$ cat config.mk
export PLATFORM = sky130hd
export DESIGN_NAME = fhp_head_ctrl
export DESIGN_NICKNAME = d
export VERILOG_FILES = /design/src/design/fhp_head_ctrl.v
export VERILOG_INCLUDE_DIRS = /design/src /design/src/design
export SDC_FILE = /design/constraint.sdc
export NUM_CORES = 1
export LEC_CHECK = 0
export ABC_AREA = 1
export BUFFER_PORTS_ARGS = -buffer_cell sky130_fd_sc_hd__buf_2
export CORE_MARGIN = 1.5
export CORE_UTILIZATION = 66
export CTS_CLUSTER_SIZE = 16
export DETAILED_ROUTE_END_ITERATION = 10
export PLACE_DENSITY = 0.89
export REMOVE_ABC_BUFFERS = 1
export SLEW_MARGIN = 40
export SYNTH_ARGS = -nofsm -noshare
export SYNTH_HDL_FRONTEND = slang
export SYNTH_SLANG_ARGS = --single-unit
$ cat constraint.sdc
create_clock -name sys_clk -period 10.1 [get_ports sys_clk]
set_clock_uncertainty 0.1 [all_clocks]
set_input_delay 1.515 -clock sys_clk [delete_from_list [all_inputs] [get_ports sys_clk]]
set_output_delay 1.515 -clock sys_clk [all_outputs]
set_load 0.02 [all_outputs]
$ cat src/design/fhp_regs.vh
// fhp_regs.vh: offsets, field positions, reset values and timing counts
// assumes a 125 MHz sys_clk and a plain strobe register port
`ifndef FHP_REGS_VH
`define FHP_REGS_VH

// ********************
// register offsets
// ********************
`define FHP_CMD_ADDR 4'h0
`define FHP_TARGET_ADDR 4'h1
`define FHP_SRT_ADDR 4'h2
`define FHP_ST0_ADDR 4'h3
`define FHP_PCN_ADDR 4'h4
`define FHP_STAT_ADDR 4'h5
`define FHP_IDC_ADDR 4'h6
`define FHP_IDH_ADDR 4'h7
`define FHP_IDR_ADDR 4'h8
`define FHP_IDN_ADDR 4'h9
`define FHP_ST1_ADDR 4'ha
`define FHP_FMT_ADDR 4'hb
`define FHP_FMTIDX_ADDR 4'hc
`define FHP_FMTDAT_ADDR 4'hd

// ********************
// command codes
// ********************
`define FHP_CMD_READ_ID 8'h0a
`define FHP_CMD_RECAL 8'h07
`define FHP_CMD_SEEK 8'h0f
`define FHP_CMD_SENSE_INT 8'h08
`define FHP_CMD_POWERDOWN 8'h10
`define FHP_CMD_WAKE 8'h11

// ********************
// status register zero fields and the status register one missing mark bit
// ********************
`define FHP_ST0_IC_HI 7
`define FHP_ST0_IC_LO 6
`define FHP_ST0_SE 5
`define FHP_ST0_EC 4
`define FHP_ST0_HEAD 2
`define FHP_ST1_MA 0
`define FHP_IC_NORMAL 2'h0
`define FHP_IC_ABNORMAL 2'h1
`define FHP_IC_POLL 2'h3

// ********************
// reset values and counts
// ********************
`define FHP_SRT_RESET 4'h0
`define FHP_RECAL_MAX_STEPS 8'h4f
`define FHP_STEP_PULSE_NS 2000
`define FHP_CLK_NS 8
`define FHP_STEP_PULSE_CYC ((`FHP_STEP_PULSE_NS + `FHP_CLK_NS - 1) / `FHP_CLK_NS)
`define FHP_SRT_UNIT_US 500
`define FHP_SRT_UNIT_CYC (`FHP_SRT_UNIT_US * 1000 / `FHP_CLK_NS)
`define FHP_FIRST_GAP_UNITS 5'h01

// ********************
// track format layout
// ********************
`define FHP_MFM_GAP4A 8'h50
`define FHP_MFM_GAP1 8'h32
`define FHP_MFM_GAP2 8'h16
`define FHP_MFM_SYNC 8'h0c
`define FHP_MFM_GAP_BYTE 8'h4e
`define FHP_MFM_IAM_PRE 8'hc2
`define FHP_MFM_ID_PRE 8'ha1
`define FHP_FM_GAP4A 8'h28
`define FHP_FM_GAP1 8'h1a
`define FHP_FM_GAP2 8'h0b
`define FHP_FM_SYNC 8'h06
`define FHP_FM_GAP_BYTE 8'hff
`define FHP_IAM_BYTE 8'hfc
`define FHP_ID_ADDRESS_MARK_BYTE 8'hfe
`define FHP_DAM_BYTE 8'hfb
`define FHP_DDAM_BYTE 8'hf8
`define FHP_SYNC_BYTE 8'h00

`endif

$ cat src/design/fhp_head_ctrl.v
// fhp_head_ctrl.v: head positioning control commands of a floppy controller
// assumes a register master on sys_clk and drive pins from another domain
//
// Implementation choices: the address-and-strobe port and the placing of the registers.
`include "fhp_regs.vh"

module fhp_head_ctrl
(
	input wire sys_clk,
	input wire rst_n,
	input wire [3:0] reg_addr,
	input wire [7:0] reg_wdata,
	input wire reg_wr,
	input wire reg_rd,
	output reg [7:0] reg_rdata,
	input wire track_zero_input_n,
	input wire index_pulse_input_n,
	input wire id_found,
	input wire [7:0] id_cyl,
	input wire [7:0] id_head,
	input wire [7:0] id_sec,
	input wire [7:0] id_size,
	output reg step_out,
	output reg dir_out,
	output reg controller_interrupt_output
);

localparam ST_IDLE = 3'h0;
localparam ST_PULSE = 3'h1;
localparam ST_WAIT = 3'h2;
localparam ST_RDID = 3'h3;
localparam ST_DONE = 3'h4;

// ********************
// input synchronisers
// ********************
reg [1:0] tz_sync_q;
reg [1:0] idx_sync_q;
reg idx_prev_q;
always @(posedge sys_clk or negedge rst_n)
begin
	if (!rst_n)
	begin
		tz_sync_q <= 2'h0;
		idx_sync_q <= 2'h3;
		idx_prev_q <= 1'b1;
	end
	else
	begin
		tz_sync_q <= {tz_sync_q[0], track_zero_input_n};
		idx_sync_q <= {idx_sync_q[0], index_pulse_input_n};
		idx_prev_q <= idx_sync_q[1];
	end
end
wire at_track_zero = tz_sync_q[1];
wire index_edge = idx_prev_q & ~idx_sync_q[1];

// ********************
// track format byte lookup
// ********************
// field order: gap4a, sync, iam, gap1, sync, id_address_mark, gap2
function [15:0] fmt_field;
	input mfm;
	input [2:0] idx;
	begin
		case (idx)
		3'h0: fmt_field = mfm ? {`FHP_MFM_GAP4A, `FHP_MFM_GAP_BYTE}
			: {`FHP_FM_GAP4A, `FHP_FM_GAP_BYTE};
		3'h1: fmt_field = mfm ? {`FHP_MFM_SYNC, `FHP_SYNC_BYTE}
			: {`FHP_FM_SYNC, `FHP_SYNC_BYTE};
		3'h2: fmt_field = mfm ? {`FHP_MFM_IAM_PRE, `FHP_IAM_BYTE}
			: {8'h00, `FHP_IAM_BYTE};
		3'h3: fmt_field = mfm ? {`FHP_MFM_GAP1, `FHP_MFM_GAP_BYTE}
			: {`FHP_FM_GAP1, `FHP_FM_GAP_BYTE};
		3'h4: fmt_field = mfm ? {`FHP_MFM_SYNC, `FHP_SYNC_BYTE}
			: {`FHP_FM_SYNC, `FHP_SYNC_BYTE};
		3'h5: fmt_field = mfm ? {`FHP_MFM_ID_PRE, `FHP_ID_ADDRESS_MARK_BYTE}
			: {8'h00, `FHP_ID_ADDRESS_MARK_BYTE};
		3'h6: fmt_field = mfm ? {`FHP_MFM_GAP2, `FHP_MFM_GAP_BYTE}
			: {`FHP_FM_GAP2, `FHP_FM_GAP_BYTE};
		default: fmt_field = {8'h00, `FHP_DAM_BYTE};
		endcase
	end
endfunction

// ********************
// state
// ********************
reg [2:0] state_q;
reg [7:0] present_cylinder_count_q;
reg [7:0] target_cylinder_number_q;
reg [3:0] step_rate_setting_q;
reg recal_q;
reg [7:0] steps_q;
reg [23:0] timer_q;
reg first_gap_q;
reg seek_end_flag_q;
reg equipment_check_flag_q;
reg [1:0] interrupt_code_field_q;
reg missing_address_mark_flag_q;
reg int_pend_q;
reg drive_busy_q;
reg cmd_busy_q;
reg powered_down_q;
reg [1:0] index_count_q;
reg [7:0] id_cyl_q;
reg [7:0] id_head_q;
reg [7:0] id_sec_q;
reg [7:0] id_size_q;
reg fmt_mfm_q;
reg [2:0] fmt_idx_q;

wire cmd_wr = reg_wr && reg_addr == `FHP_CMD_ADDR;
wire start_ok = !powered_down_q && state_q == ST_IDLE;
wire [7:0] status_register_zero = {interrupt_code_field_q,
	seek_end_flag_q, equipment_check_flag_q, 1'b0,
	1'b0, 2'h0};
wire [15:0] fmt_word = fmt_field(fmt_mfm_q, fmt_idx_q);
// interval grows with smaller setting code, 16 units at code 0
wire [4:0] srt_units = 5'h10 - {1'b0, step_rate_setting_q};
localparam [23:0] SRT_UNIT_CYC = `FHP_SRT_UNIT_CYC;
localparam [23:0] STEP_PULSE_CYC = `FHP_STEP_PULSE_CYC;
wire [4:0] gap_units = first_gap_q ? `FHP_FIRST_GAP_UNITS : srt_units;
wire [23:0] step_gap_cyc = {19'h0, gap_units} * SRT_UNIT_CYC;

// ********************
// command engine
// ********************
always @(posedge sys_clk or negedge rst_n)
begin
	if (!rst_n)
	begin
		state_q <= ST_IDLE;
		present_cylinder_count_q <= 8'h00;
		target_cylinder_number_q <= 8'h00;
		step_rate_setting_q <= `FHP_SRT_RESET;
		recal_q <= 1'b0;
		steps_q <= 8'h00;
		timer_q <= 24'h0;
		first_gap_q <= 1'b0;
		seek_end_flag_q <= 1'b0;
		equipment_check_flag_q <= 1'b0;
		interrupt_code_field_q <= `FHP_IC_NORMAL;
		missing_address_mark_flag_q <= 1'b0;
		int_pend_q <= 1'b0;
		drive_busy_q <= 1'b0;
		cmd_busy_q <= 1'b0;
		powered_down_q <= 1'b0;
		index_count_q <= 2'h0;
		id_cyl_q <= 8'h00;
		id_head_q <= 8'h00;
		id_sec_q <= 8'h00;
		id_size_q <= 8'h00;
		fmt_mfm_q <= 1'b1;
		fmt_idx_q <= 3'h0;
		step_out <= 1'b0;
		dir_out <= 1'b0;
		controller_interrupt_output <= 1'b0;
	end
	else
	begin
		cmd_busy_q <= 1'b0;
		if (reg_wr && reg_addr == `FHP_TARGET_ADDR)
			target_cylinder_number_q <= reg_wdata;
		if (reg_wr && reg_addr == `FHP_SRT_ADDR)
			step_rate_setting_q <= reg_wdata[3:0];
		if (reg_wr && reg_addr == `FHP_FMT_ADDR)
			fmt_mfm_q <= reg_wdata[0];
		if (reg_wr && reg_addr == `FHP_FMTIDX_ADDR)
			fmt_idx_q <= reg_wdata[2:0];
		if (cmd_wr && reg_wdata == `FHP_CMD_POWERDOWN)
			powered_down_q <= 1'b1;
		if (cmd_wr && reg_wdata == `FHP_CMD_WAKE && powered_down_q)
		begin
			powered_down_q <= 1'b0;
			present_cylinder_count_q <= 8'h00;
			seek_end_flag_q <= 1'b0;
			equipment_check_flag_q <= 1'b0;
			interrupt_code_field_q <= `FHP_IC_NORMAL;
			missing_address_mark_flag_q <= 1'b0;
		end
		if (cmd_wr && reg_wdata == `FHP_CMD_SENSE_INT && !powered_down_q)
		begin
			int_pend_q <= 1'b0;
			drive_busy_q <= 1'b0;
		end
		case (state_q)
		ST_IDLE:
		begin
			step_out <= 1'b0;
			if (cmd_wr && start_ok)
			begin
				cmd_busy_q <= 1'b1;
				if (reg_wdata == `FHP_CMD_RECAL)
				begin
					present_cylinder_count_q <= 8'h00;
					dir_out <= 1'b0;
					recal_q <= 1'b1;
					steps_q <= 8'h00;
					seek_end_flag_q <= 1'b0;
					equipment_check_flag_q <= 1'b0;
					interrupt_code_field_q <= `FHP_IC_NORMAL;
					drive_busy_q <= 1'b1;
					first_gap_q <= 1'b1;
					timer_q <= 24'h0;
					state_q <= ST_WAIT;
				end
				else if (reg_wdata == `FHP_CMD_SEEK)
				begin
					dir_out <= present_cylinder_count_q <
						target_cylinder_number_q;
					recal_q <= 1'b0;
					seek_end_flag_q <= 1'b0;
					equipment_check_flag_q <= 1'b0;
					interrupt_code_field_q <= `FHP_IC_NORMAL;
					drive_busy_q <= 1'b1;
					first_gap_q <= 1'b1;
					timer_q <= 24'h0;
					state_q <= ST_WAIT;
				end
				else if (reg_wdata == `FHP_CMD_READ_ID)
				begin
					index_count_q <= 2'h0;
					seek_end_flag_q <= 1'b0;
					equipment_check_flag_q <= 1'b0;
					missing_address_mark_flag_q <= 1'b0;
					interrupt_code_field_q <= `FHP_IC_NORMAL;
					state_q <= ST_RDID;
				end
			end
		end
		ST_WAIT:
		begin
			// termination is checked before each pulse
			if (recal_q && at_track_zero)
			begin
				seek_end_flag_q <= 1'b1;
				state_q <= ST_DONE;
			end
			else if (recal_q && steps_q == `FHP_RECAL_MAX_STEPS)
			begin
				seek_end_flag_q <= 1'b1;
				equipment_check_flag_q <= 1'b1;
				interrupt_code_field_q <= `FHP_IC_ABNORMAL;
				state_q <= ST_DONE;
			end
			else if (!recal_q &&
				present_cylinder_count_q == target_cylinder_number_q)
			begin
				seek_end_flag_q <= 1'b1;
				state_q <= ST_DONE;
			end
			else if (timer_q == 24'h0)
			begin
				step_out <= 1'b1;
				timer_q <= STEP_PULSE_CYC;
				state_q <= ST_PULSE;
			end
			else
				timer_q <= timer_q - 24'h1;
		end
		ST_PULSE:
		begin
			if (timer_q == 24'h1)
			begin
				step_out <= 1'b0;
				steps_q <= steps_q + 8'h01;
				if (!recal_q)
					present_cylinder_count_q <= dir_out
						? present_cylinder_count_q + 8'h01
						: present_cylinder_count_q - 8'h01;
				timer_q <= step_gap_cyc;
				first_gap_q <= 1'b0;
				state_q <= ST_WAIT;
			end
			else
				timer_q <= timer_q - 24'h1;
		end
		ST_RDID:
		begin
			if (id_found)
			begin
				id_cyl_q <= id_cyl;
				id_head_q <= id_head;
				id_sec_q <= id_sec;
				id_size_q <= id_size;
				state_q <= ST_DONE;
			end
			else if (index_edge)
			begin
				if (index_count_q == 2'h1)
				begin
					interrupt_code_field_q <= `FHP_IC_ABNORMAL;
					missing_address_mark_flag_q <= 1'b1;
					state_q <= ST_DONE;
				end
				index_count_q <= index_count_q + 2'h1;
			end
		end
		ST_DONE:
		begin
			// completion has no result bytes, only the interrupt
			int_pend_q <= 1'b1;
			state_q <= ST_IDLE;
		end
		default:
			state_q <= ST_IDLE;
		endcase
		controller_interrupt_output <= int_pend_q;
	end
end

// ********************
// register read port
// ********************
always @(posedge sys_clk or negedge rst_n)
begin
	if (!rst_n)
		reg_rdata <= 8'h00;
	else if (reg_rd)
	begin
		case (reg_addr)
		`FHP_TARGET_ADDR: reg_rdata <= target_cylinder_number_q;
		`FHP_SRT_ADDR: reg_rdata <= {4'h0, step_rate_setting_q};
		`FHP_ST0_ADDR: reg_rdata <= status_register_zero;
		`FHP_PCN_ADDR: reg_rdata <= present_cylinder_count_q;
		`FHP_STAT_ADDR: reg_rdata <= {3'h0, powered_down_q,
			int_pend_q, drive_busy_q,
			cmd_busy_q | (state_q == ST_RDID), 1'b0};
		`FHP_IDC_ADDR: reg_rdata <= id_cyl_q;
		`FHP_IDH_ADDR: reg_rdata <= id_head_q;
		`FHP_IDR_ADDR: reg_rdata <= id_sec_q;
		`FHP_IDN_ADDR: reg_rdata <= id_size_q;
		`FHP_ST1_ADDR: reg_rdata <= {7'h0, missing_address_mark_flag_q};
		`FHP_FMT_ADDR: reg_rdata <= {7'h0, fmt_mfm_q};
		`FHP_FMTIDX_ADDR: reg_rdata <= fmt_word[15:8];
		`FHP_FMTDAT_ADDR: reg_rdata <= fmt_word[7:0];
		default: reg_rdata <= 8'h00;
		endcase
	end
	else
		reg_rdata <= 8'h00;
end

endmodule

# == Yosys cells after proc, flatten, opt, wreduce, memory -nomap -nowiden ==
# Cells that the tools add are included.
# Widths: inputs -> output; s select.
# totals
ff_bits,120
in_bits,51
out_inout_bits,11
word_cells,239
# op_classes
n_addsub,6
multipliers,1
magnitude_cmp,1
eq_ne,50
n_mux,112
bitwise_logic,3
reduce_logical,36
# ops
operator,count
$mux 24,8
$pmux 8 s13,1
$pmux 16 s6,1
$mux 8,10
$pmux 24 s3,1
$mux 1,46
$mux 3,12
$mux 16,2
$mux 2,16
$pmux 8 s2,2
$eq 24x1->1 const B,1
$eq 4x4->1 const B,6
$eq 8x4->1 const B,3
$logic_not 24->1,1
$sub 24x1->24 const B,1
$mul 5x14->19 const B,1
$ne 2x2->1 const B,9
$reduce_and 6->1,3
$add 8x1->8 const B,2
$eq 4x3->1 const B,4
$eq 8x5->1 const B,2
$logic_and 1x1->1,15
$mux 15,1
$mux 14,1
39 further kinds,60

# == Depth between registers and ports, before layout ==
# Gate-level depths: netlist of the first run.
# depth
word_depth,10
depth_mapped,23
mapped_depth_nobuf,23

# == Least setup slack after synthesis of the first run ==
# No wires, ideal clock.
# synth_path
kind,reg2reg
start,register step_rate_setting_q[0]
end,register timer_q[20]
setup_ps,116
arrival_time_ps,3765
t_required_ps,9884
setup_slack_ps,6119
stages_incl_launch_ff,18
path_buffers,0
period_less_slack_ps,3981
path_cell_list,dfrtp_1 inv_1 a31oi_1 nor3_1 ha_1 fa_1 inv_1 fa_1 inv_1 ha_1 a21oi_1 o21ai_0 a21oi_1 nand3_1 nand3_1 nand2_1 nand2_1 nand2_1
# synth_via
elab_chain_cells,5
# synth_lines
element,line,rtl
from (decl),fhp_head_ctrl.v:92,reg [3:0] step_rate_setting_q;
from (signal assigned),fhp_head_ctrl.v:136,step_rate_setting_q <= `FHP_SRT_RESET;
from (signal assigned),fhp_head_ctrl.v:166,step_rate_setting_q <= reg_wdata[3:0];
$sub 5x4->5,fhp_head_ctrl.v:120,"wire [4:0] srt_units = 5'h10 - {1'b0, step_rate_setting_q};"
$mux 5,fhp_head_ctrl.v:123,wire [4:0] gap_units = first_gap_q ? `FHP_FIRST_GAP_UNITS : srt_units;
$mul 5x14->19,fhp_head_ctrl.v:124,"wire [23:0] step_gap_cyc = {19'h0, gap_units} * SRT_UNIT_CYC;"
$mux 24,fhp_head_ctrl.v:264,if (timer_q == 24'h1)
$pmux 24 s3,fhp_head_ctrl.v:187,case (state_q)
to (signal assigned),fhp_head_ctrl.v:260,timer_q <= timer_q - 24'h1;
to (signal assigned),fhp_head_ctrl.v:272,timer_q <= step_gap_cyc;
to (signal assigned),fhp_head_ctrl.v:277,timer_q <= timer_q - 24'h1;
to (decl),fhp_head_ctrl.v:95,reg [23:0] timer_q;
# No other way between the ends.
# A chain may end at the register's enable or synchronous reset.

# == Final worst setup path of the first run ==
# Ends and elaborated chain as after synthesis.

==> impl_metrics.json, run 1 <==
{
  "cts-root-buf": "clkbuf_16",
  "cts_tree": "done",
  "worstSetupPathType": "register to register",
  "syn_area_per_cell_um2": 7.53,
  "rsz0062_at_grt": "no",
  "holdBufCountCts": 0,
  "top_layer": "met4",
  "ys_ff_latch": 120,
  "route.detailed.drc": 0,
  "antenna_found_initial": 0,
  "yosysWarnings": 0,
  "path_cells": "inv_1, ha_1, inv_1, nor2_1, nor2_1, ha_1, fa_1, inv_1, fa_1, inv_1, ha_1, nand2_1, o21ai_0, a21oi_1, nand2_1, nand2_1, nand3_1, nand2_1, nand2_1, nand2_1",
  "num_antenna_cells": 0,
  "dr_wl_met2_mm": 10.1,
  "cp.required_ns": 10.31,
  "netlist_instances": 1110,
  "ios": 62,
  "num_rows": 40,
  "tns_ns": 0,
  "maxClockFrequency_ghz": 0.229,
  "cp_num_buf_inv": 4,
  "register_area_mm2": 0.00301,
  "drt_iter0_drc": 861,
  "die_w_um": 116,
  "fp.dieH_um": 116,
  "slew_headroom_pct": 47.5,
  "route.vias.total": 7932,
  "min_period_ns": 4.36,
  "die-area_mm2": 0.0133,
  "worst-slew-pin-transition_ns": 0.785,
  "overflow": 0,
  "grt_max_degree": 74,
  "outcome": "finished clean",
  "wl_met3_mm": 1.95,
  "grt_pass1_wl_mm": 36.8,
  "synth_edf_count": 0,
  "maxCapViolations": 0,
  "min_path_type": "register to register",
  "worstSkewPairLatency_ns": 0.42,
  "clk_path_buf_depth": 2,
  "wl_per_cell_um": 16.4,
  "synth_cell_types": 51,
  "post_cts_buffers": 0,
  "layout_commonest_cell": "nand2_1",
  "hold_viol": 0,
  "first_global_vias": 7423,
  "cellPowerDensity_mw_per_mm2": 133,
  "utilization_pct": 77.2,
  "placement.io_buffers": 61,
  "fill_cells": 840,
  "fin_crit_sh_pct": 43.2,
  "core-area_mm2": 0.0122,
  "initial_core_util_pct": 68.7,
  "arrival_ns": 4.57,
  "h-tree-depth": 4,
  "async_flop_share_pct": 100,
  "cts_sinks": 120,
  "critical_path.top_delay_family": "adder cells",
  "cts-resized-gates": 0,
  "cp_common_cell": "nand2_1",
  "ir_drop_mv": 0.245,
  "final_cell_mix": "284 x nand2_1, 134 x inv_1, 126 x nor2_1",
  "worstSetupEndpointType": "register",
  "place_hpwl_mm": 16.2,
  "multi_input_area_mm2": 0.00472,
  "crit_slowest_cell": "fa_1",
  "cp-start-kind": "register",
  "path_max_fanout": 7,
  "drt_pass1_iterations": 6,
  "grt_use_total_pct": 35.8,
  "routed_wl_mm": 22.2,
  "drive_gt1_share_pct": 15.6,
  "synthFlopType": "dfrtp_1",
  "routabilityCongestion": 1.01,
  "numCtsBuffers": 17,
  "wl_met1_mm": 9.63,
  "viasPerCell": 5.85,
  "nNetsFinal": 1280,
  "final-setup-viol-count": 0,
  "leakagePower_nw": 5.02,
  "syn2layout_area_growth_pct": 12.4,
  "antenna_left": 0,
  "final-max-slew-violation-count": 0,
  "clk_pin_slew_ns": 0.06,
  "yosysSeqAreaShare_pct": 36.0,
  "slowest_delay_ns": 0.54,
  "synthesis.area_mm2": 0.00836
}
[sequential cells by signal, indices dropped and copies added, names as in the netlist, 4 cells and up]
register	cells
present_cylinder_count_q	8
timer_q	24
id_head_q	8
id_cyl_q	8
steps_q	8
target_cylinder_number_q	8
id_size_q	8
id_sec_q	8
reg_rdata	8
step_rate_setting_q	4
[worst paths after layout]
check	from	cells after the start	endpoint	slack, ns
setup / recovery	step_rate_setting_q[0]$_DFFE_PN0P_	20	timer_q[20]$_DFFE_PN0P_	5.74
hold / removal	tz_sync_q[0]$_DFF_PN0_	0	tz_sync_q[1]$_DFF_PN0_	0.26
setup reg to reg	step_rate_setting_q[0]$_DFFE_PN0P_	20	timer_q[20]$_DFFE_PN0P_	5.74
hold reg to reg	tz_sync_q[0]$_DFF_PN0_	0	tz_sync_q[1]$_DFF_PN0_	0.26
max in group asynchronous	rst_n	2	timer_q[11]$_DFFE_PN0P_	7.80
min in group asynchronous	rst_n	1	id_cyl_q[7]$_DFFE_PN0P_	0.99
[cell usage after synthesis (4+ instances only)]
| master | number | area (um2) |
|---|---|---|
| a21oi_1 | 34 | 170 |
| a221oi_1 | 4 | 35.0 |
| a31oi_1 | 4 | 25.0 |
| buf_2 | 7 | 35.0 |
| buf_6 | 5 | 56.3 |
| dfrtp_1 | 116 | 2900 |
| dfstp_2 | 4 | 105 |
| fa_1 | 7 | 140 |
| ha_1 | 46 | 576 |
| inv_1 | 134 | 503 |
| inv_2 | 6 | 22.5 |
| mux2_2 | 29 | 327 |
| nand2_1 | 284 | 1070 |
| nand2_2 | 4 | 25.0 |
| nand2_4 | 6 | 67.6 |
| nand3_1 | 92 | 460 |
| nand3b_1 | 6 | 45.0 |
| nand4_1 | 22 | 138 |
| nor2_1 | 126 | 473 |
| nor2_2 | 16 | 100 |
| nor2_4 | 7 | 78.8 |
| nor3_1 | 18 | 90.1 |
| o211ai_1 | 5 | 37.5 |
| o21ai_0 | 54 | 270 |
| o21ai_1 | 9 | 45.0 |
| o22ai_1 | 4 | 25.0 |
| or2_2 | 7 | 43.8 |
| xnor2_1 | 6 | 52.6 |
| xor2_1 | 16 | 140 |
[power breakdown]
part,internal [mW],total [mW],switching [mW],leakage [nW]
Clock,0.374,0.627,0.253,0.296
Combinational,0.0364,0.111,0.0743,3.24
Sequential,0.498,0.513,0.0149,1.48
[worst register-to-register path, delay by kind of cell (launching register included)]
| family | cells | cell delay [ns] |
|---|---|---|
| adders and majority gates | 5 | 2.01 |
| and+or+nand+nor | 9 | 1.05 |
| DFF | 1 | 0.42 |
| AOI/OAI and AO/OA | 2 | 0.37 |
| buffers and inverters | 4 | 0.30 |
[layout make-up]
type / count / share of cell area [%]
timing repair buffer: 62 / 3.40
clock inverter: 15 / 1.92
sequential: 120 / 32.0
multi-input combinational: 834 / 50.2
clock buffer: 17 / 4.53
tap: 168 / 2.24
inverter: 141 / 5.65
[through the flow]
step                cells  hold WS [ns]  area, um2  power (mW)  setup WS (ns)
finish               1357         0.256       9390        1.25           5.74
global route         1357         0.252       9390        1.30           5.34
CTS                  1357         0.256       9390        1.25           5.72
detailed placement   1325         0.240       8790       0.628           5.79
global placement     1325         0.233       8780       0.624           5.83
floorplan            1095         0.231       8250       0.583           6.12
[kinds of logic (layout without fill, tap and decap cells)]
kind of cell / Yosys count / in the layout / synth area share, %
xor+xnor: 22 / 22 / 2.30
mux: 30 / 30 / 4.03
simple gates: 598 / 598 / 32.6
buf+inv: 156 / 235 / 7.62
compound gates: 131 / 131 / 8.95
flops: 120 / 120 / 36.0
fa+ha+maj: 53 / 53 / 8.56
[routing by layer]
layer | vias up | track usage [%]
met2 | 394 | 55.2
met5 | - | 0
met4 | 0 | 11.6
met1 | 3717 | 50.2
li1 | 3765 | -
met3 | 56 | 8.53
No activity file was read; power rests on OpenSTA's default activity.
==> run 2, diff against run 1 <==
- CORE_UTILIZATION: 66 -> 56
- PLACE_DENSITY: 0.89 -> 0.81
- clock period: 10.1 -> 3.8 ns (I/O delays scaled with it)
==> run 2 against run 1 <==
  * Via count is 0.93% lower
  * Routed wire length is 3.7% lower
  * Sequential share of layout area is 0.96 points lower
  * Clock power grew to 2.6 times the previous value
==> impl_metrics.json, run 2 (same netlist as run 1, synthesis figures left out) <==
{
  "arrival_ns": 3.85,
  "cp.required_ns": 4.02,
  "clkPwrFrac_pct": 48.7,
  "min_period_ns": 3.63,
  "cellPowerDensity_mw_per_mm2": 343,
  "largest-register": "timer_q",
  "clk_path_buf_depth": 2,
  "r2r_cells": 20,
  "power.internal_mw": 2.38,
  "largest_register_ffs": 24,
  "cp_num_buf_inv": 4,
  "cts_sinks": 120,
  "crit_slowest_cell": "fa_1",
  "numCtsBuffers": 17,
  "routabilityCongestion": 0.912,
  "placement.io_buffers": 61,
  "antenna_left": 0,
  "worstSetupEndpointType": "register",
  "grt_max_degree": 68,
  "dp_slack_ns": -0.106,
  "p_comb_share_pct": 10.3,
  "final-max-slew-violation-count": 0,
  "route.detailed.drc": 0,
  "worstSetupPathType": "register to register",
  "num_rows": 44,
  "ir_drop_mv": 0.328,
  "switching_power_mw": 0.943,
  "critical_path_depth": 20,
  "seqPwrFrac_pct": 41.0,
  "cts-root-buf": "clkbuf_16",
  "routed_wl_mm": 21.4,
  "nNetsFinal": 1299,
  "slowest_delay_ns": 0.57,
  "setup_ws_ns": 0.167,
  "final_cell_mix": "281 x nand2_1, 131 x inv_1, 122 x nor2_1",
  "hold_viol": 0,
  "num_antenna_cells": 0,
  "path_cells": "inv_2, ha_4, inv_1, nor2_2, nor2_2, buf_4, fa_1, fa_1, ha_4, ha_4, nand2_2, nor3_2, buf_4, a21oi_2, nand2_1, nand2_1, nand3_1, nand2_1, nand2_1, nand2_1",
  "grt_pass1_wl_mm": 35.4,
  "drive_gt1_share_pct": 19.0,
  "outcome": "finished clean",
  "syn2layout_area_growth_pct": 15.9,
  "drt_pass1_iterations": 6,
  "worstSkewPairLatency_ns": 0.43,
  "leakagePower_nw": 5.11,
  "place_hpwl_mm": 15.4,
  "cp-start-kind": "register",
  "slew_headroom_pct": 49.5,
  "ios": 62,
  "die_w_um": 125,
  "initial_core_util_pct": 57.5,
  "die-area_mm2": 0.0157,
  "path_max_fanout": 5,
  "route.vias.total": 7858,
  "cts_tree": "done",
  "min_path_type": "input port to asynchronous set/reset pin",
  "fp.dieH_um": 125,
  "core-area_mm2": 0.0145,
  "viasPerCell": 5.65,
  "worst-slew-pin-transition_ns": 0.755,
  "grt_use_total_pct": 27.7,
  "antenna_found_initial": 0,
  "drt_iter0_drc": 722,
  "maxCapViolations": 0,
  "maxClockFrequency_ghz": 0.275,
  "clk_pin_slew_ns": 0.06,
  "switching_share_pct": 28.3,
  "fin_crit_sh_pct": 95.6,
  "overflow": 0,
  "place_inst": 1352,
  "total_power_mw": 3.33,
  "final-setup-viol-count": 0,
  "final_cells": 1392,
  "critical_path.top_delay_family": "adder cells",
  "first_global_vias": 7540,
  "layout_commonest_cell": "nand2_1",
  "h-tree-depth": 4,
  "cp_common_cell": "nand2_1",
  "wl_per_cell_um": 15.4
}
[run 2: cell count changes in the layout (fill, tap and decap cells not counted), moves of 3 or more]
cell,previous run,this run
a21oi_1,34,31
ha_4,0,5
o21ai_0,54,50
buf_4,1,18
inv_1,134,131
inv_2,6,9
nor2_2,16,20
nand2_1,284,281
ha_1,46,40
nor2_1,126,122
[run 2: what timing repair did]
| item | CTS | global route |
|---|---|---|
| setup buffers | 2 | 6 |
| setup endpoints to repair | 4 | 5 |
| hold buffers | 0 | 0 |
| resized for setup | 4 | 31 |
| pin swaps | 1 | 19 |
[run 2: stage by stage]
step / setup TNS [ns] / area [um2] / hold slack (ns) / utilization, %
final: 0 / 9690 / 0.0363 / 66.6
after global placement: -0.0121 / 8890 / 0.233 / 61.2
after global routing: -0.0223 / 9690 / 0.0808 / 66.6
after CTS: 0 / 9500 / 0.131 / 65.4
after floorplan: -0.601 / 8250 / 0.174 / -
after detailed placement: -0.286 / 8890 / 0.247 / 61.2
[run 2: layer usage]
metal	track usage [%]	up-vias	share of wire, %
li1	-	3816	-
met1	36.9	3664	43
met2	44.4	311	46
met3	4.62	67	6.6
met4	13.2	0	3.6
met5	0	-	0
[run 2: final cells by class]
class                      count  area, um2
clock buffer                  17        425
clock inverter                15        155
fill                        1221       4850
inverter                     141        531
multi-input combinational    834       4860
sequential                   120       3010
tap                          184        230
timing repair buffer          81        478
[run 2: worst reg2reg max path, stage by stage (launching register included)]
cell and delay [ns]:
dfrtp_1 0.40, inv_2 0.09, ha_4 0.16, inv_1 0.05, nor2_2 0.12, nor2_2 0.07
buf_4 0.14, fa_1 0.57, fa_1 0.46, ha_4 0.24, ha_4 0.30, nand2_2 0.09
nor3_2 0.24, buf_4 0.15, a21oi_2 0.05, nand2_1 0.06, nand2_1 0.04, nand3_1 0.07
nand2_1 0.05, nand2_1 0.05, nand2_1 0.05
[run 2: final timing paths]
path                                                    start                        to  slack, ns
max                        step_rate_setting_q[0]$_DFFE_PN0P_   timer_q[20]$_DFFE_PN0P_       0.17
min                                                     rst_n  id_size_q[7]$_DFFE_PN0P_       0.04
max reg2reg                step_rate_setting_q[0]$_DFFE_PN0P_   timer_q[20]$_DFFE_PN0P_       0.17
min reg2reg                           idx_sync_q[0]$_DFF_PN1_   idx_sync_q[1]$_DFF_PN1_       0.25
max in group asynchronous                               rst_n      idx_prev_q$_DFF_PN1_       2.82
min in group sys_clk                      index_pulse_input_n   idx_sync_q[0]$_DFF_PN1_       0.14
[run 2: power groups by stage]
stage	Clock, mW	Combinational [mW]	Sequential, mW
2_1_floorplan	0	0.167	1.38
3_3_place_gp	0	0.289	1.38
3_5_place_dp	0	0.299	1.38
4_1_cts	1.64	0.304	1.36
5_1_grt	1.69	0.388	1.37
6_report	1.62	0.342	1.36
